`config.mk`:
```
export PLATFORM = sky130hd
export DESIGN_NAME = ssp_port
export DESIGN_NICKNAME = d
export VERILOG_FILES = /design/src/hdl/ssp_pkg.sv /design/src/hdl/ssp_port.sv
export SDC_FILE = /design/constraint.sdc
export NUM_CORES = 1
export LEC_CHECK = 0
export BUFFER_PORTS_ARGS = -buffer_cell sky130_fd_sc_hd__buf_2
export CAP_MARGIN = 20
export CELL_PAD_IN_SITES_DETAIL_PLACEMENT = 0
export CELL_PAD_IN_SITES_GLOBAL_PLACEMENT = 1
export CORE_UTILIZATION = 45
export CTS_BUF_LIST = sky130_fd_sc_hd__clkbuf_4
export DETAILED_ROUTE_END_ITERATION = 6
export PLACE_DENSITY_LB_ADDON = 0.12
export SYNTH_ARGS = -nofsm -noshare
export SYNTH_HDL_FRONTEND = slang
export SYNTH_SLANG_ARGS = --single-unit
```
`constraint.sdc`:
```
create_clock -name CLK -period 3.7 [get_ports CLK]
set_clock_uncertainty 0.05 [all_clocks]
set_input_delay 0.185 -clock CLK [delete_from_list [all_inputs] [get_ports CLK]]
set_output_delay 0.185 -clock CLK [all_outputs]
set_load 0.05 [all_outputs]
```
`src/hdl/ssp_pkg.sv`:
```
// Register map, field positions and constants of the clocked serial port
package ssp_pkg;
   localparam int AW = 6;
   localparam logic [AW-1:0] OFS_BAUD_CTRL1 = 6'h00;
   localparam logic [AW-1:0] OFS_BAUD_CTRL2 = 6'h04;
   localparam logic [AW-1:0] OFS_INT_CTRL = 6'h08;
   localparam logic [AW-1:0] OFS_PERIPHERAL_IRQ_ENABLE_1 = 6'h0C;
   localparam logic [AW-1:0] OFS_PERIPHERAL_IRQ_FLAG_1 = 6'h10;
   localparam logic [AW-1:0] OFS_RX_BUF = 6'h14;
   localparam logic [AW-1:0] OFS_RX_STAT = 6'h18;
   localparam logic [AW-1:0] OFS_DIV_LO = 6'h1C;
   localparam logic [AW-1:0] OFS_DIV_HI = 6'h20;
   localparam logic [AW-1:0] OFS_TX_STAT = 6'h24;
   localparam logic [AW-1:0] OFS_TX_BUF = 6'h28;
   // baud_control_1 / baud_control_2
   localparam int POS_RX_IDLE = 6;
   localparam int POS_POLARITY = 4;
   localparam int POS_WIDE = 3;
   // interrupt_control
   localparam int POS_GLOBAL_EN = 7;
   localparam int POS_PERIPH_EN = 6;
   // peripheral_irq_enable_1 / peripheral_irq_flag_1
   localparam int POS_RX_IRQ = 5;
   localparam int POS_TX_IRQ = 4;
   // receive_status_control
   localparam int POS_PORT_EN = 7;
   localparam int POS_RX_NINE = 6;
   localparam int POS_SINGLE_RX = 5;
   localparam int POS_CONT_RX = 4;
   localparam int POS_OVERRUN = 1;
   localparam int POS_RX_BIT8 = 0;
   // transmit_status_control
   localparam int POS_MASTER = 7;
   localparam int POS_TX_NINE = 6;
   localparam int POS_TX_EN = 5;
   localparam int POS_CLOCKED = 4;
   localparam int POS_FAST = 2;
   localparam int POS_TX_EMPTY = 1;
   localparam int POS_TX_BIT8 = 0;
   localparam logic [7:0] REG_RESET = 8'h00;
   localparam logic [3:0] BITS_NARROW = 4'h8;
   localparam logic [3:0] BITS_WIDE = 4'h9;
   localparam int SLOW_PRESCALE_SHIFT = 2;
   typedef enum logic {MS_IDLE = 1'b0, MS_ACTIVE = 1'b1} ssp_ms_t;
endpackage : ssp_pkg

```
`src/hdl/ssp_port.sv`:
```
// Clocked half-duplex serial port, master and slave, Avalon-MM registers
// Operation
// - Clocked mode; clock-source bit picks master or slave
// - Transmit when receive enables clear; slave checks continuous only
// - Port works only while enabled; clearing resets
// - Slave never drives the clock line
// - Two writes: first sent, second held, flag clear
// - First done: second moves in, flag sets
// - Transmit flag wakes with both enables; irq gated
// - Nine-bit transmit sends ninth bit as MSB
// - Sending needs transmit enable; buffer write starts
// - Slave uses continuous enable only, single ignored
// - Slave receives full word without core activity
// - Received word wakes when receive irq enabled
// - Receive flag on every word; irq needs enable
// - Ninth bit to status, low byte via FIFO
// - Overrun cleared by continuous enable or port clear
// - Master clock from divisor and speed options
// - Divisor is sixteen bits in two bytes with wide option, else low byte only
// - Polarity picks idle level and edges
// - One clock per bit, change on leading edge
// - Buffer waits while shifter busy, else moves
//
// The register addresses and the Avalon-MM register port were chosen for this implementation.
`timescale 1ns/1ps
module ssp_port (
   input wire logic CLK,
   input wire logic RST_N,
   input wire logic CE,
   input wire logic [ssp_pkg::AW-1:0] AVS_ADDRESS,
   input wire logic AVS_READ,
   input wire logic AVS_WRITE,
   input wire logic [31:0] AVS_WRITEDATA,
   input wire logic [3:0] AVS_BYTEENABLE,
   output logic [31:0] AVS_READDATA,
   output logic AVS_WAITREQUEST,
   input wire logic DATA_LINE_IN,
   output logic DATA_LINE_OUT,
   output logic DATA_LINE_OE,
   input wire logic CLOCK_LINE_IN,
   output logic CLOCK_LINE_OUT,
   output logic CLOCK_LINE_OE,
   output logic WAKE,
   output logic IRQ
);
   import ssp_pkg::*;

   typedef struct packed {
      logic ack;
      logic [7:0] rdata;
      logic clock_idle_polarity;
      logic wide_baud_counter_option;
      logic high_speed_baud_option;
      logic global_irq_enable;
      logic peripheral_irq_enable;
      logic receive_irq_enable;
      logic transmit_irq_enable;
      logic port_enable;
      logic nine_bit_receive;
      logic single_receive_enable;
      logic continuous_receive_enable;
      logic clock_source_master;
      logic nine_bit_transmit;
      logic transmit_enable;
      logic clocked_mode;
      logic transmit_ninth_bit;
      logic [7:0] baud_divisor_low;
      logic [7:0] baud_divisor_high;
      logic [7:0] transmit_buffer;
      logic tx_full;
      logic tx_busy;
      logic [8:0] transmit_shift_register;
      logic [3:0] tx_left;
      logic data_out;
      logic [8:0] receive_shift_register;
      logic [3:0] rx_count;
      logic [1:0][8:0] rx_fifo;
      logic rd_ptr;
      logic [1:0] fifo_count;
      logic overrun_error_flag;
      ssp_ms_t ms;
      logic clk_active;
      logic [17:0] baud_count;
      logic dt_s1;
      logic dt_s2;
      logic ck_s1;
      logic ck_s2;
      logic ck_s3;
   } ssp_state_t;

   ssp_state_t s_r;
   ssp_state_t s_nxt;

   logic port_on;
   logic master;
   logic rx_mode;
   logic tx_on;
   logic load;
   logic tick;
   logic need_clk;
   logic lead;
   logic trail;
   logic req;
   logic wr;
   logic pop;
   logic rx_last;
   logic rx_done;
   logic rx_flag;
   logic tx_flag;
   logic [7:0] wd;
   logic [8:0] rx_new;
   logic [8:0] rx_word;
   logic [15:0] divisor;
   logic [17:0] reload;

   assign port_on = s_r.port_enable & s_r.clocked_mode;
   assign master = s_r.clock_source_master;
   // Slave listens on continuous enable alone
   assign rx_mode = master ?
      (s_r.single_receive_enable | s_r.continuous_receive_enable) :
      s_r.continuous_receive_enable;
   assign tx_on = port_on & s_r.transmit_enable & ~rx_mode;
   assign load = tx_on & ~s_r.tx_busy & s_r.tx_full;
   assign tick = s_r.baud_count == 18'h0;
   assign need_clk = (tx_on & s_r.tx_busy) |
      (port_on & rx_mode & ~s_r.overrun_error_flag);
   // Master edges come from its own generator, slave edges from the pin
   assign lead = port_on & (master ?
      (tick & s_r.ms == MS_IDLE & need_clk) :
      (s_r.ck_s3 == s_r.clock_idle_polarity &&
       s_r.ck_s2 != s_r.clock_idle_polarity));
   assign trail = port_on & (master ?
      (tick & s_r.ms == MS_ACTIVE) :
      (s_r.ck_s3 != s_r.clock_idle_polarity &&
       s_r.ck_s2 == s_r.clock_idle_polarity));
   assign divisor = s_r.wide_baud_counter_option ?
      {s_r.baud_divisor_high, s_r.baud_divisor_low} :
      {8'h00, s_r.baud_divisor_low};
   // Wraps correctly at the largest divisor
   assign reload = s_r.high_speed_baud_option ? {2'b00, divisor} :
      18'((({2'b00, divisor} + 18'h1) << SLOW_PRESCALE_SHIFT) - 18'h1);
   assign req = AVS_READ | AVS_WRITE;
   assign wr = AVS_WRITE & s_r.ack & AVS_BYTEENABLE[0];
   assign wd = AVS_WRITEDATA[7:0];
   assign pop = AVS_READ & s_r.ack & (AVS_ADDRESS == OFS_RX_BUF) &
      (s_r.fifo_count != 2'b00);
   assign rx_last = s_r.rx_count ==
      4'((s_r.nine_bit_receive ? BITS_WIDE : BITS_NARROW) - 4'h1);
   assign rx_done = trail & rx_mode & rx_last & ~s_r.overrun_error_flag;
   assign rx_new = {s_r.dt_s2, s_r.receive_shift_register[8:1]};
   assign rx_word = s_r.nine_bit_receive ? rx_new :
      {1'b0, rx_new[8:1]};
   assign rx_flag = s_r.fifo_count != 2'b00;
   assign tx_flag = ~s_r.tx_full;

   always_comb begin
      s_nxt = s_r;
      s_nxt.ck_s1 = CLOCK_LINE_IN;
      s_nxt.ck_s2 = s_r.ck_s1;
      s_nxt.ck_s3 = s_r.ck_s2;
      s_nxt.dt_s1 = DATA_LINE_IN;
      s_nxt.dt_s2 = s_r.dt_s1;
      s_nxt.ack = req & ~s_r.ack;
      // Read value captured one cycle ahead of the answer
      if (req & ~s_r.ack) begin
         unique case (AVS_ADDRESS)
            OFS_BAUD_CTRL1, OFS_BAUD_CTRL2: begin
               s_nxt.rdata = REG_RESET;
               s_nxt.rdata[POS_RX_IDLE] = s_r.rx_count == 4'h0;
               s_nxt.rdata[POS_POLARITY] = s_r.clock_idle_polarity;
               s_nxt.rdata[POS_WIDE] = s_r.wide_baud_counter_option;
            end
            OFS_INT_CTRL: begin
               s_nxt.rdata = REG_RESET;
               s_nxt.rdata[POS_GLOBAL_EN] = s_r.global_irq_enable;
               s_nxt.rdata[POS_PERIPH_EN] = s_r.peripheral_irq_enable;
            end
            OFS_PERIPHERAL_IRQ_ENABLE_1: begin
               s_nxt.rdata = REG_RESET;
               s_nxt.rdata[POS_RX_IRQ] = s_r.receive_irq_enable;
               s_nxt.rdata[POS_TX_IRQ] = s_r.transmit_irq_enable;
            end
            OFS_PERIPHERAL_IRQ_FLAG_1: begin
               s_nxt.rdata = REG_RESET;
               s_nxt.rdata[POS_RX_IRQ] = rx_flag;
               s_nxt.rdata[POS_TX_IRQ] = tx_flag;
            end
            OFS_RX_BUF: begin
               s_nxt.rdata = s_r.rx_fifo[s_r.rd_ptr][7:0];
            end
            OFS_RX_STAT: begin
               s_nxt.rdata = REG_RESET;
               s_nxt.rdata[POS_PORT_EN] = s_r.port_enable;
               s_nxt.rdata[POS_RX_NINE] = s_r.nine_bit_receive;
               s_nxt.rdata[POS_SINGLE_RX] = s_r.single_receive_enable;
               s_nxt.rdata[POS_CONT_RX] = s_r.continuous_receive_enable;
               s_nxt.rdata[POS_OVERRUN] = s_r.overrun_error_flag;
               s_nxt.rdata[POS_RX_BIT8] = s_r.rx_fifo[s_r.rd_ptr][8];
            end
            OFS_DIV_LO: begin
               s_nxt.rdata = s_r.baud_divisor_low;
            end
            OFS_DIV_HI: begin
               s_nxt.rdata = s_r.baud_divisor_high;
            end
            OFS_TX_STAT: begin
               s_nxt.rdata = REG_RESET;
               s_nxt.rdata[POS_MASTER] = s_r.clock_source_master;
               s_nxt.rdata[POS_TX_NINE] = s_r.nine_bit_transmit;
               s_nxt.rdata[POS_TX_EN] = s_r.transmit_enable;
               s_nxt.rdata[POS_CLOCKED] = s_r.clocked_mode;
               s_nxt.rdata[POS_FAST] = s_r.high_speed_baud_option;
               s_nxt.rdata[POS_TX_EMPTY] = ~s_r.tx_busy;
               s_nxt.rdata[POS_TX_BIT8] = s_r.transmit_ninth_bit;
            end
            default: begin
               s_nxt.rdata = REG_RESET;
            end
         endcase
      end
      // Buffer to shifter before the bus write, so a new write is kept
      if (load) begin
         s_nxt.transmit_shift_register =
            {s_r.transmit_ninth_bit, s_r.transmit_buffer};
         s_nxt.tx_busy = 1'b1;
         s_nxt.tx_full = 1'b0;
         s_nxt.tx_left = s_r.nine_bit_transmit ? BITS_WIDE : BITS_NARROW;
      end
      if (wr) begin
         unique case (AVS_ADDRESS)
            OFS_BAUD_CTRL1, OFS_BAUD_CTRL2: begin
               s_nxt.clock_idle_polarity = wd[POS_POLARITY];
               s_nxt.wide_baud_counter_option = wd[POS_WIDE];
            end
            OFS_INT_CTRL: begin
               s_nxt.global_irq_enable = wd[POS_GLOBAL_EN];
               s_nxt.peripheral_irq_enable = wd[POS_PERIPH_EN];
            end
            OFS_PERIPHERAL_IRQ_ENABLE_1: begin
               s_nxt.receive_irq_enable = wd[POS_RX_IRQ];
               s_nxt.transmit_irq_enable = wd[POS_TX_IRQ];
            end
            OFS_RX_STAT: begin
               s_nxt.port_enable = wd[POS_PORT_EN];
               s_nxt.nine_bit_receive = wd[POS_RX_NINE];
               s_nxt.single_receive_enable = wd[POS_SINGLE_RX];
               s_nxt.continuous_receive_enable = wd[POS_CONT_RX];
            end
            OFS_DIV_LO: begin
               s_nxt.baud_divisor_low = wd;
            end
            OFS_DIV_HI: begin
               s_nxt.baud_divisor_high = wd;
            end
            OFS_TX_STAT: begin
               s_nxt.clock_source_master = wd[POS_MASTER];
               s_nxt.nine_bit_transmit = wd[POS_TX_NINE];
               s_nxt.transmit_enable = wd[POS_TX_EN];
               s_nxt.clocked_mode = wd[POS_CLOCKED];
               s_nxt.high_speed_baud_option = wd[POS_FAST];
               s_nxt.transmit_ninth_bit = wd[POS_TX_BIT8];
            end
            OFS_TX_BUF: begin
               s_nxt.transmit_buffer = wd;
               s_nxt.tx_full = 1'b1;
            end
            default: begin
            end
         endcase
      end
      // Baud generator, one tick per half bit
      if (!port_on || !master || tick) begin
         s_nxt.baud_count = reload;
      end else begin
         s_nxt.baud_count = s_r.baud_count - 18'h1;
      end
      if (port_on && master && tick) begin
         unique case (s_r.ms)
            MS_IDLE: begin
               if (need_clk) begin
                  s_nxt.ms = MS_ACTIVE;
                  s_nxt.clk_active = 1'b1;
               end
            end
            MS_ACTIVE: begin
               s_nxt.ms = MS_IDLE;
               s_nxt.clk_active = 1'b0;
            end
         endcase
      end
      // Transmit: present on leading edge, advance on trailing edge
      if (tx_on && s_r.tx_busy && lead) begin
         s_nxt.data_out = s_r.transmit_shift_register[0];
      end
      if (tx_on && s_r.tx_busy && trail) begin
         s_nxt.transmit_shift_register =
            {1'b0, s_r.transmit_shift_register[8:1]};
         s_nxt.tx_left = s_r.tx_left - 4'h1;
         if (s_r.tx_left == 4'h1) begin
            s_nxt.tx_busy = 1'b0;
         end
      end
      if (pop) begin
         s_nxt.rd_ptr = ~s_r.rd_ptr;
         s_nxt.fifo_count = s_r.fifo_count - 2'b01;
      end
      // Receive runs on line edges only, no core activity needed
      if (trail && rx_mode && !s_r.overrun_error_flag) begin
         s_nxt.receive_shift_register = rx_new;
         s_nxt.rx_count = s_r.rx_count + 4'h1;
         if (rx_last) begin
            s_nxt.rx_count = 4'h0;
            if (s_nxt.fifo_count == 2'b10) begin
               s_nxt.overrun_error_flag = 1'b1;
            end else begin
               // Slot after the last held word; a same-cycle pop frees the head
               s_nxt.rx_fifo[s_r.rd_ptr ^ s_r.fifo_count[0]] = rx_word;
               s_nxt.fifo_count = s_nxt.fifo_count + 2'b01;
            end
            if (master && !s_r.continuous_receive_enable) begin
               s_nxt.single_receive_enable = 1'b0;
            end
         end
      end
      if (!s_r.continuous_receive_enable) begin
         s_nxt.overrun_error_flag = 1'b0;
         if (!s_r.single_receive_enable || !master) begin
            s_nxt.rx_count = 4'h0;
         end
      end
      // Port off resets everything but the settings
      if (!s_r.port_enable) begin
         s_nxt.overrun_error_flag = 1'b0;
         s_nxt.tx_busy = 1'b0;
         s_nxt.tx_full = 1'b0;
         s_nxt.tx_left = 4'h0;
         s_nxt.rx_count = 4'h0;
         s_nxt.fifo_count = 2'b00;
         s_nxt.rd_ptr = 1'b0;
         s_nxt.ms = MS_IDLE;
         s_nxt.clk_active = 1'b0;
         s_nxt.data_out = 1'b0;
      end
   end

   always_ff @(posedge CLK) begin
      if (!RST_N) begin
         s_r <= '0;
      end else if (CE) begin
         s_r <= s_nxt;
      end
   end

   assign AVS_WAITREQUEST = req & ~s_r.ack;
   assign AVS_READDATA = {24'h000000, s_r.rdata};
   assign DATA_LINE_OUT = s_r.data_out;
   // Data driven whenever transmit is on, in either role
   assign DATA_LINE_OE = tx_on;
   assign CLOCK_LINE_OE = port_on & master;
   assign CLOCK_LINE_OUT = s_r.clock_idle_polarity ^ s_r.clk_active;
   // Receive wake needs no peripheral gate; transmit wake does
   assign WAKE = (tx_flag & s_r.transmit_irq_enable &
      s_r.peripheral_irq_enable) |
      (rx_flag & s_r.receive_irq_enable);
   assign IRQ = WAKE & s_r.global_irq_enable;
endmodule : ssp_port

```
==> run_results.csv, run 1 <==
group,metric,value,unit
clock_tree,clk_latency,0.54,ns
clock_tree,cts_buffers,17,
global_route,grt_pass1_vias,6502,
cells_and_area,final_cell_mix,"124 x dfxtp_1, 96 x nor2_1, 93 x nand2_1",
clock_tree,clk_path_buf_depth,2,
cells_and_area,multiInputGateArea,4470,sq um
global_route,grt_max_degree,107,
cells_and_area,fin_cells,1175,
logic_synthesis,yosysSeqAreaShare,33.3,%
pwr,power_frac_clock,37.0,%
sta,rsz0062_at_grt,"no",
cells_and_area,fin_util,50.0,%
die,die-height,131,microns
logic_synthesis,yosysTopAreaCell,"dfxtp_1",
logic_synthesis,ys.flop_type,"dfxtp_1",
sta,hold_ws,0.0329,ns
pwr,power.share.sequential,53.7,%
clock_tree,h-tree-depth,4,
pwr,p_switching,0.718,mW
global_route,grt_usage,26.3,%
global_route,grt_overflow,0,
placement,dp_cells,1129,
cells_and_area,ff_latch_area,2480,sq um
hold_path,hold_class,"in -> reg",
clock_tree,root_buffer,"clkbuf_4",
routing,num_vias,7000,
run,drv_cap,0,
critical_path,crit_family,"simple AND/OR/NAND/NOR gates",
pwr,intPower,1.79,mW
cells_and_area,final_nets,1004,
routing,avgRoutedWirePerCell,18.5,microns
logic_synthesis,synth_edf_count,0,
critical_path,cp.required,4.11,ns
sta,min_period_over_period,84.3,%
logic_synthesis,synth.distinct_cells,78,
pwr,power_density,313,nW/um^2
logic_synthesis,synthTopCellsByArea,"dfxtp_1 33%, mux2i_1 6.7%, nor2_1 4.8%",
logic_synthesis,synth-seq-cells,124,
sta,hold_viol_final,0,
sta,worst_slew_pin_slew,0.727,ns
cells_and_area,drive_above_1_share,11.9,%
die,start_util,46.5,%
routing,drt_pass1_iterations,6,
cells_and_area,fill_cells,1633,
logic_synthesis,synth.cell_area,7460,sq um
critical_path,crit_slowest_cell,"or4_1",
die,num_rows,46,
routing,antenna_left,0,
pwr,leakage,2.80,nW
sta,fin_tns_setup,0,ns
pwr,combPwrFrac,9.3,%
clock_tree,clk_pin_slew_worst_paths,0.11,ns
global_route,grt_pass1_wl,34300,microns
cells_and_area,final_common_cell,"dfxtp_1",
die,die_x,131,microns
clock_tree,cts_tree,"built",
critical_path,critical_path_class,"reg -> reg",
routing,avgViaCountPerCell,5.96,
logic_synthesis,async_flop_share,0,%
placement,dp_hpwl,15500,microns
critical_path,path_max_fanout,18,
pwr,switching_share,28.6,%
logic_synthesis,ys.warnings.count,0,
logic_synthesis,synthCells,931,
sta,setup_ws,0.581,ns
logic_synthesis,syn_area_per_cell,8.01,sq um
placement,portBuffers,36,
routing,drt-initial-drc-count,546,
pwr,vdd_drop_max,232,uV
critical_path,setup.worst_path.start_class,"flip-flop",
outcome,status,"finished clean",
sta,slew_headroom,50.8,%
pwr,p_total,2.51,mW
sta,final-setup-viol-count,0,
critical_path,crit_path_end_kind,"flip-flop",
sta,slew_violations,0,
cells_and_area,finish.instance_area,8020,sq um
cells_and_area,syn2layout_area_growth,7.55,%
global_route,antenna_found_initial,1,
placement,gp_congestion,0.844,
clock_tree,cts_resized,0,
routing,drcViolationCount,0,
critical_path,crit_chain,"inv_1, ha_1, or4_1, a21oi_2, inv_1, ha_1, nand2b_1, nor4b_4, buf_4, nor2_1, a211oi_1",
die,die-area,17100,sq um
critical_path,crit_buf_inv,3,
clock_tree,clock-sinks,124,
logic_synthesis,yosys.area.top_type_share,33.3,%
placement,placed_area,7610,sq um
die,ios,88,
critical_path,arrival,3.52,ns
sta,period_needed,3.12,ns
sta,clock.fmax,321,MHz
routing,totalWireLength,21800,microns
die,design.core.area,16100,sq um
clock_tree,cts_setup_buffers,0,
critical_path,slowest_delay,0.69,ns
placement,dp_slack,0.300,ns
[synth_stat cells (all sizes together) (3+ instances only)]
master / instances
nor2: 97
and2: 10
a31oi: 10
o211ai: 6
o21a: 9
mux2: 5
nand2b: 9
a32oi: 4
and4: 5
nand3: 45
nand4: 9
o31a: 5
xor2: 5
ha: 10
o2bb2ai: 4
nor3: 30
a222oi: 4
nor4: 8
dfxtp: 124
nand2: 93
nor4b: 4
a32o: 4
and3: 9
inv: 17
a21oi: 66
o21ai: 56
nor2b: 3
a221o: 3
nand3b: 4
o31ai: 7
mux2i: 50
nand4b: 3
or3: 6
a22oi: 20
a41oi: 3
o211a: 4
nor3b: 3
clkbuf: 46
o221ai: 3
buf: 50
xnor2: 14
o22ai: 3
a211oi: 33
[worst min-delay path, cell delays in order]
cell and delay (ns):
buf_2 0.11, nor4b_1 0.09, a22oi_1 0.15, nor2_1 0.05
[power by group through the flow]
stage	sequential (mW)	combinational [mW]	clock [mW]
floorplan	1.38	0.182	0
CTS	1.35	0.228	0.954
detailed placement	1.38	0.218	0
finish	1.35	0.233	0.930
global placement	1.38	0.216	0
global route	1.35	0.250	1.01
[worst paths after layout]
kind / startpoint / end / slack, ns / cells after the start
max: s_r[26]$_SDFFE_PN0P_ / flip-flop / 0.58 / 11
min: AVS_ADDRESS[1] / AVS_READDATA[2]$_SDFFE_PN0P_ / 0.03 / 4
max reg2reg: s_r[26]$_SDFFE_PN0P_ / flip-flop / 0.58 / 11
min reg2reg: s_r[73]$_SDFFE_PN0P_ / s_r[73]$_SDFFE_PN0P_ / 0.42 / 2
[final cells by class]
class | instances | share of cell area (%)
Antenna cell | 1 | 0.0312
Clock buffer | 18 | 1.68
Clock inverter | 14 | 1.61
Inverter | 18 | 0.858
Multi-Input combinational cell | 716 | 55.7
Sequential cell | 124 | 30.9
Tap cell | 216 | 3.37
Timing Repair Buffer | 68 | 5.80
[cells by family after synthesis]
| group | after synthesis | synth area share, % |
|---|---|---|
| compound gates | 261 | 23.7 |
| xor+xnor | 19 | 2.23 |
| fa+ha+maj | 10 | 1.68 |
| buf+inv | 114 | 7.97 |
| flops | 124 | 33.3 |
| mux | 57 | 8.07 |
| other cells | 1 | 0.0503 |
| simple gates | 345 | 23.0 |
[routing by layer]
layer | share of wire, % | global-route usage, % | vias up
li1 | - | - | 3399
met1 | 43 | 32.0 | 3375
met2 | 51 | 46.0 | 192
met3 | 4.4 | 5.13 | 34
met4 | 2.3 | 9.53 | 0
met5 | 0 | 0 | -
[timing repair]
| item | CTS | global route |
|---|---|---|
| setup endpoints to repair | 0 | 0 |
| endpoints found under the hold margin | 44 | 0 |
| hold buffers | 11 | 0 |
No activity file was read; power rests on OpenSTA's default activity.
==> inputs of run 2 (changes only) <==
- CORE_UTILIZATION: 45 -> 41
- clock period: 3.7 -> 2.82 ns (I/O delays scaled with it)
==> run 2 against run 1 <==
Wire length grew 7.8%. Utilization shrank 1.8 points. Worst setup slack lost 0.45 ns. Non-clock buffer count grew 46. Highest routed layer unchanged. Flip-flop and latch count is the same. Largest power group unchanged. Combinational power grew 38%.
==> run_results.csv, run 2 (synthesized netlist as in run 1, its figures left out) <==
group,metric,value,unit
pwr,vdd_drop_max,225,uV
outcome,status,"finished clean",
placement,dp_hpwl,17000,microns
routing,drcViolationCount,0,
sta,slew_violations,0,
die,num_rows,48,
routing,num_vias,7214,
sta,slew_headroom,54.4,%
sta,min_period_over_period,95.3,%
cells_and_area,final_common_cell,"dfxtp_1",
critical_path,cp.required,3.24,ns
cells_and_area,finish.instance_area,8450,sq um
sta,worst_slew_pin_slew,0.680,ns
clock_tree,clk_pin_slew_worst_paths,0.14,ns
hold_path,hold_class,"in -> reg",
global_route,antenna_found_initial,1,
routing,avgRoutedWirePerCell,19.1,microns
clock_tree,root_buffer,"clkbuf_4",
critical_path,worst-path-stages,12,
pwr,switching_share,30.5,%
pwr,p_switching,1.06,mW
placement,portBuffers,36,
critical_path,crit_slowest_cell,"or4_4",
global_route,grt_overflow,0,
global_route,grt_max_degree,107,
placement,placed_area,7990,sq um
cells_and_area,fill_cells,1732,
cells_and_area,final_cell_mix,"123 x dfxtp_1, 95 x nor2_1, 93 x nand2_1",
routing,drt_pass1_iterations,5,
die,die_x,137,microns
routing,antenna_left,0,
sta,period_needed,2.69,ns
pwr,leakage,3.06,nW
critical_path,path_max_fanout,5,
critical_path,crit_buf_inv,4,
cells_and_area,drive_above_1_share,16.7,%
critical_path,slowest_delay,0.47,ns
cells_and_area,multiInputGateArea,4500,sq um
placement,gp_congestion,0.897,
critical_path,crit_chain,"inv_1, ha_1, or4_4, a21oi_4, inv_1, ha_1, nand2b_4, buf_4, nor4b_4, buf_4, nor2_1, a211oi_1",
placement,dp_slack,-0.160,ns
cells_and_area,ff_latch_area,2480,sq um
die,start_util,42.5,%
die,die-height,137,microns
critical_path,crit_family,"simple AND/OR/NAND/NOR gates",
clock_tree,clock-sinks,124,
critical_path,setup.worst_path.start_class,"flip-flop",
sta,final-setup-viol-count,0,
sta,clock.fmax,372,MHz
clock_tree,cts_buffers,17,
routing,drt-initial-drc-count,580,
sta,setup_ws,0.133,ns
critical_path,r2r_cells,12,
global_route,grt_pass1_wl,37400,microns
die,design.core.area,17500,sq um
critical_path,arrival,3.11,ns
global_route,grt_pass1_vias,6929,
global_route,grt_usage,26.1,%
clock_tree,h-tree-depth,4,
routing,avgViaCountPerCell,5.87,
sta,hold_viol_final,0,
routing,totalWireLength,23500,microns
cells_and_area,final_nets,1050,
die,die-area,18700,sq um
pwr,combPwrFrac,9.3,%
run,drv_cap,0,
clock_tree,clk_latency,0.56,ns
critical_path,critical_path_class,"reg -> reg",
hold_path,holdPathStages,3,
pwr,power_density,410,nW/um^2
cells_and_area,syn2layout_area_growth,13.2,%
clock_tree,clk_path_buf_depth,2,
clock_tree,cts_tree,"built",
pwr,power_frac_clock,39.5,%
pwr,intPower,2.40,mW
pwr,power.share.sequential,51.2,%
critical_path,crit_path_end_kind,"flip-flop",
die,ios,88,
==> run 2: worst reg2reg max path, delay by kind of cell (launching register included) <==
kind / cells / cell delay (ns)
flip-flops: 1 / 0.36
AO/OA/AOI/OAI: 2 / 0.38
AND/OR/NAND/NOR: 4 / 0.95
buffers and inverters: 4 / 0.45
adder cells (fa/ha/maj): 2 / 0.42
==> run 2: timing repair <==
action / in CTS / in global routing
setup buffers: 3 / 0
gates resized for setup: 1 / 4
endpoints found under the setup margin: 12 / 11
pin swaps: 3 / 2
cloned: 1 / 0
hold endpoints to repair: 44 / 0
hold buffers: 11 / 0
==> run 2: final cells by class <==
cell class / count / area share [%]
Sequential cell: 124 / 29.4
Clock buffer: 17 / 1.51
Inverter: 18 / 0.815
Timing Repair Buffer: 114 / 9.51
Clock inverter: 15 / 2.07
Multi-Input combinational cell: 716 / 53.3
Tap cell: 225 / 3.33
Antenna cell: 1 / 0.0296
==> run 2: path summary, 6_finish.rpt <==
kind	to	startpoint	slack (ns)
max reg2reg	flip-flop	s_r[26]$_SDFFE_PN0P_	0.13
min reg2reg	flip-flop	flip-flop	0.43
min	s_r[62]$_SDFFE_PN0P_	RST_N	0.05
max	flip-flop	s_r[26]$_SDFFE_PN0P_	0.13
==> run 2: power groups by stage <==
stage | Combinational, mW | Sequential (mW) | Clock [mW]
floorplan | 0.239 | 1.81 | 0
global placement | 0.302 | 1.81 | 0
detailed placement | 0.306 | 1.81 | 0
CTS | 0.319 | 1.77 | 1.40
global route | 0.345 | 1.77 | 1.49
finish | 0.322 | 1.77 | 1.37
==> run 2: layer usage <==
| metal | track usage [%] | vias up | wire [microns] | share of wire [%] |
|---|---|---|---|---|
| met4 | 8.97 | 0 | 496 | 2.1 |
| met3 | 4.96 | 35 | 1060 | 4.5 |
| met2 | 45.7 | 187 | 11900 | 51 |
| met5 | 0 | - | 0 | 0 |
| met1 | 31.9 | 3505 | 10000 | 43 |
| li1 | - | 3487 | - | - |
==> run 2: per-stage QoR <==
| step | hold WS, ns | power (mW) | instances | utilization (%) | TNS (ns) |
|---|---|---|---|---|---|
| after detailed placement | 0.337 | 2.12 | 1182 | 45.6 | -1.63 |
| after CTS | 0.0125 | 3.49 | 1229 | 48.1 | 0 |
| after global routing | 0.0159 | 3.61 | 1230 | 48.2 | -0.00391 |
| final | 0.0477 | 3.46 | 1230 | 48.2 | 0 |
| after global placement | 0.325 | 2.11 | 1182 | 45.6 | -0.410 |
| after floorplan | 0.227 | 2.05 | 954 | - | 0 |
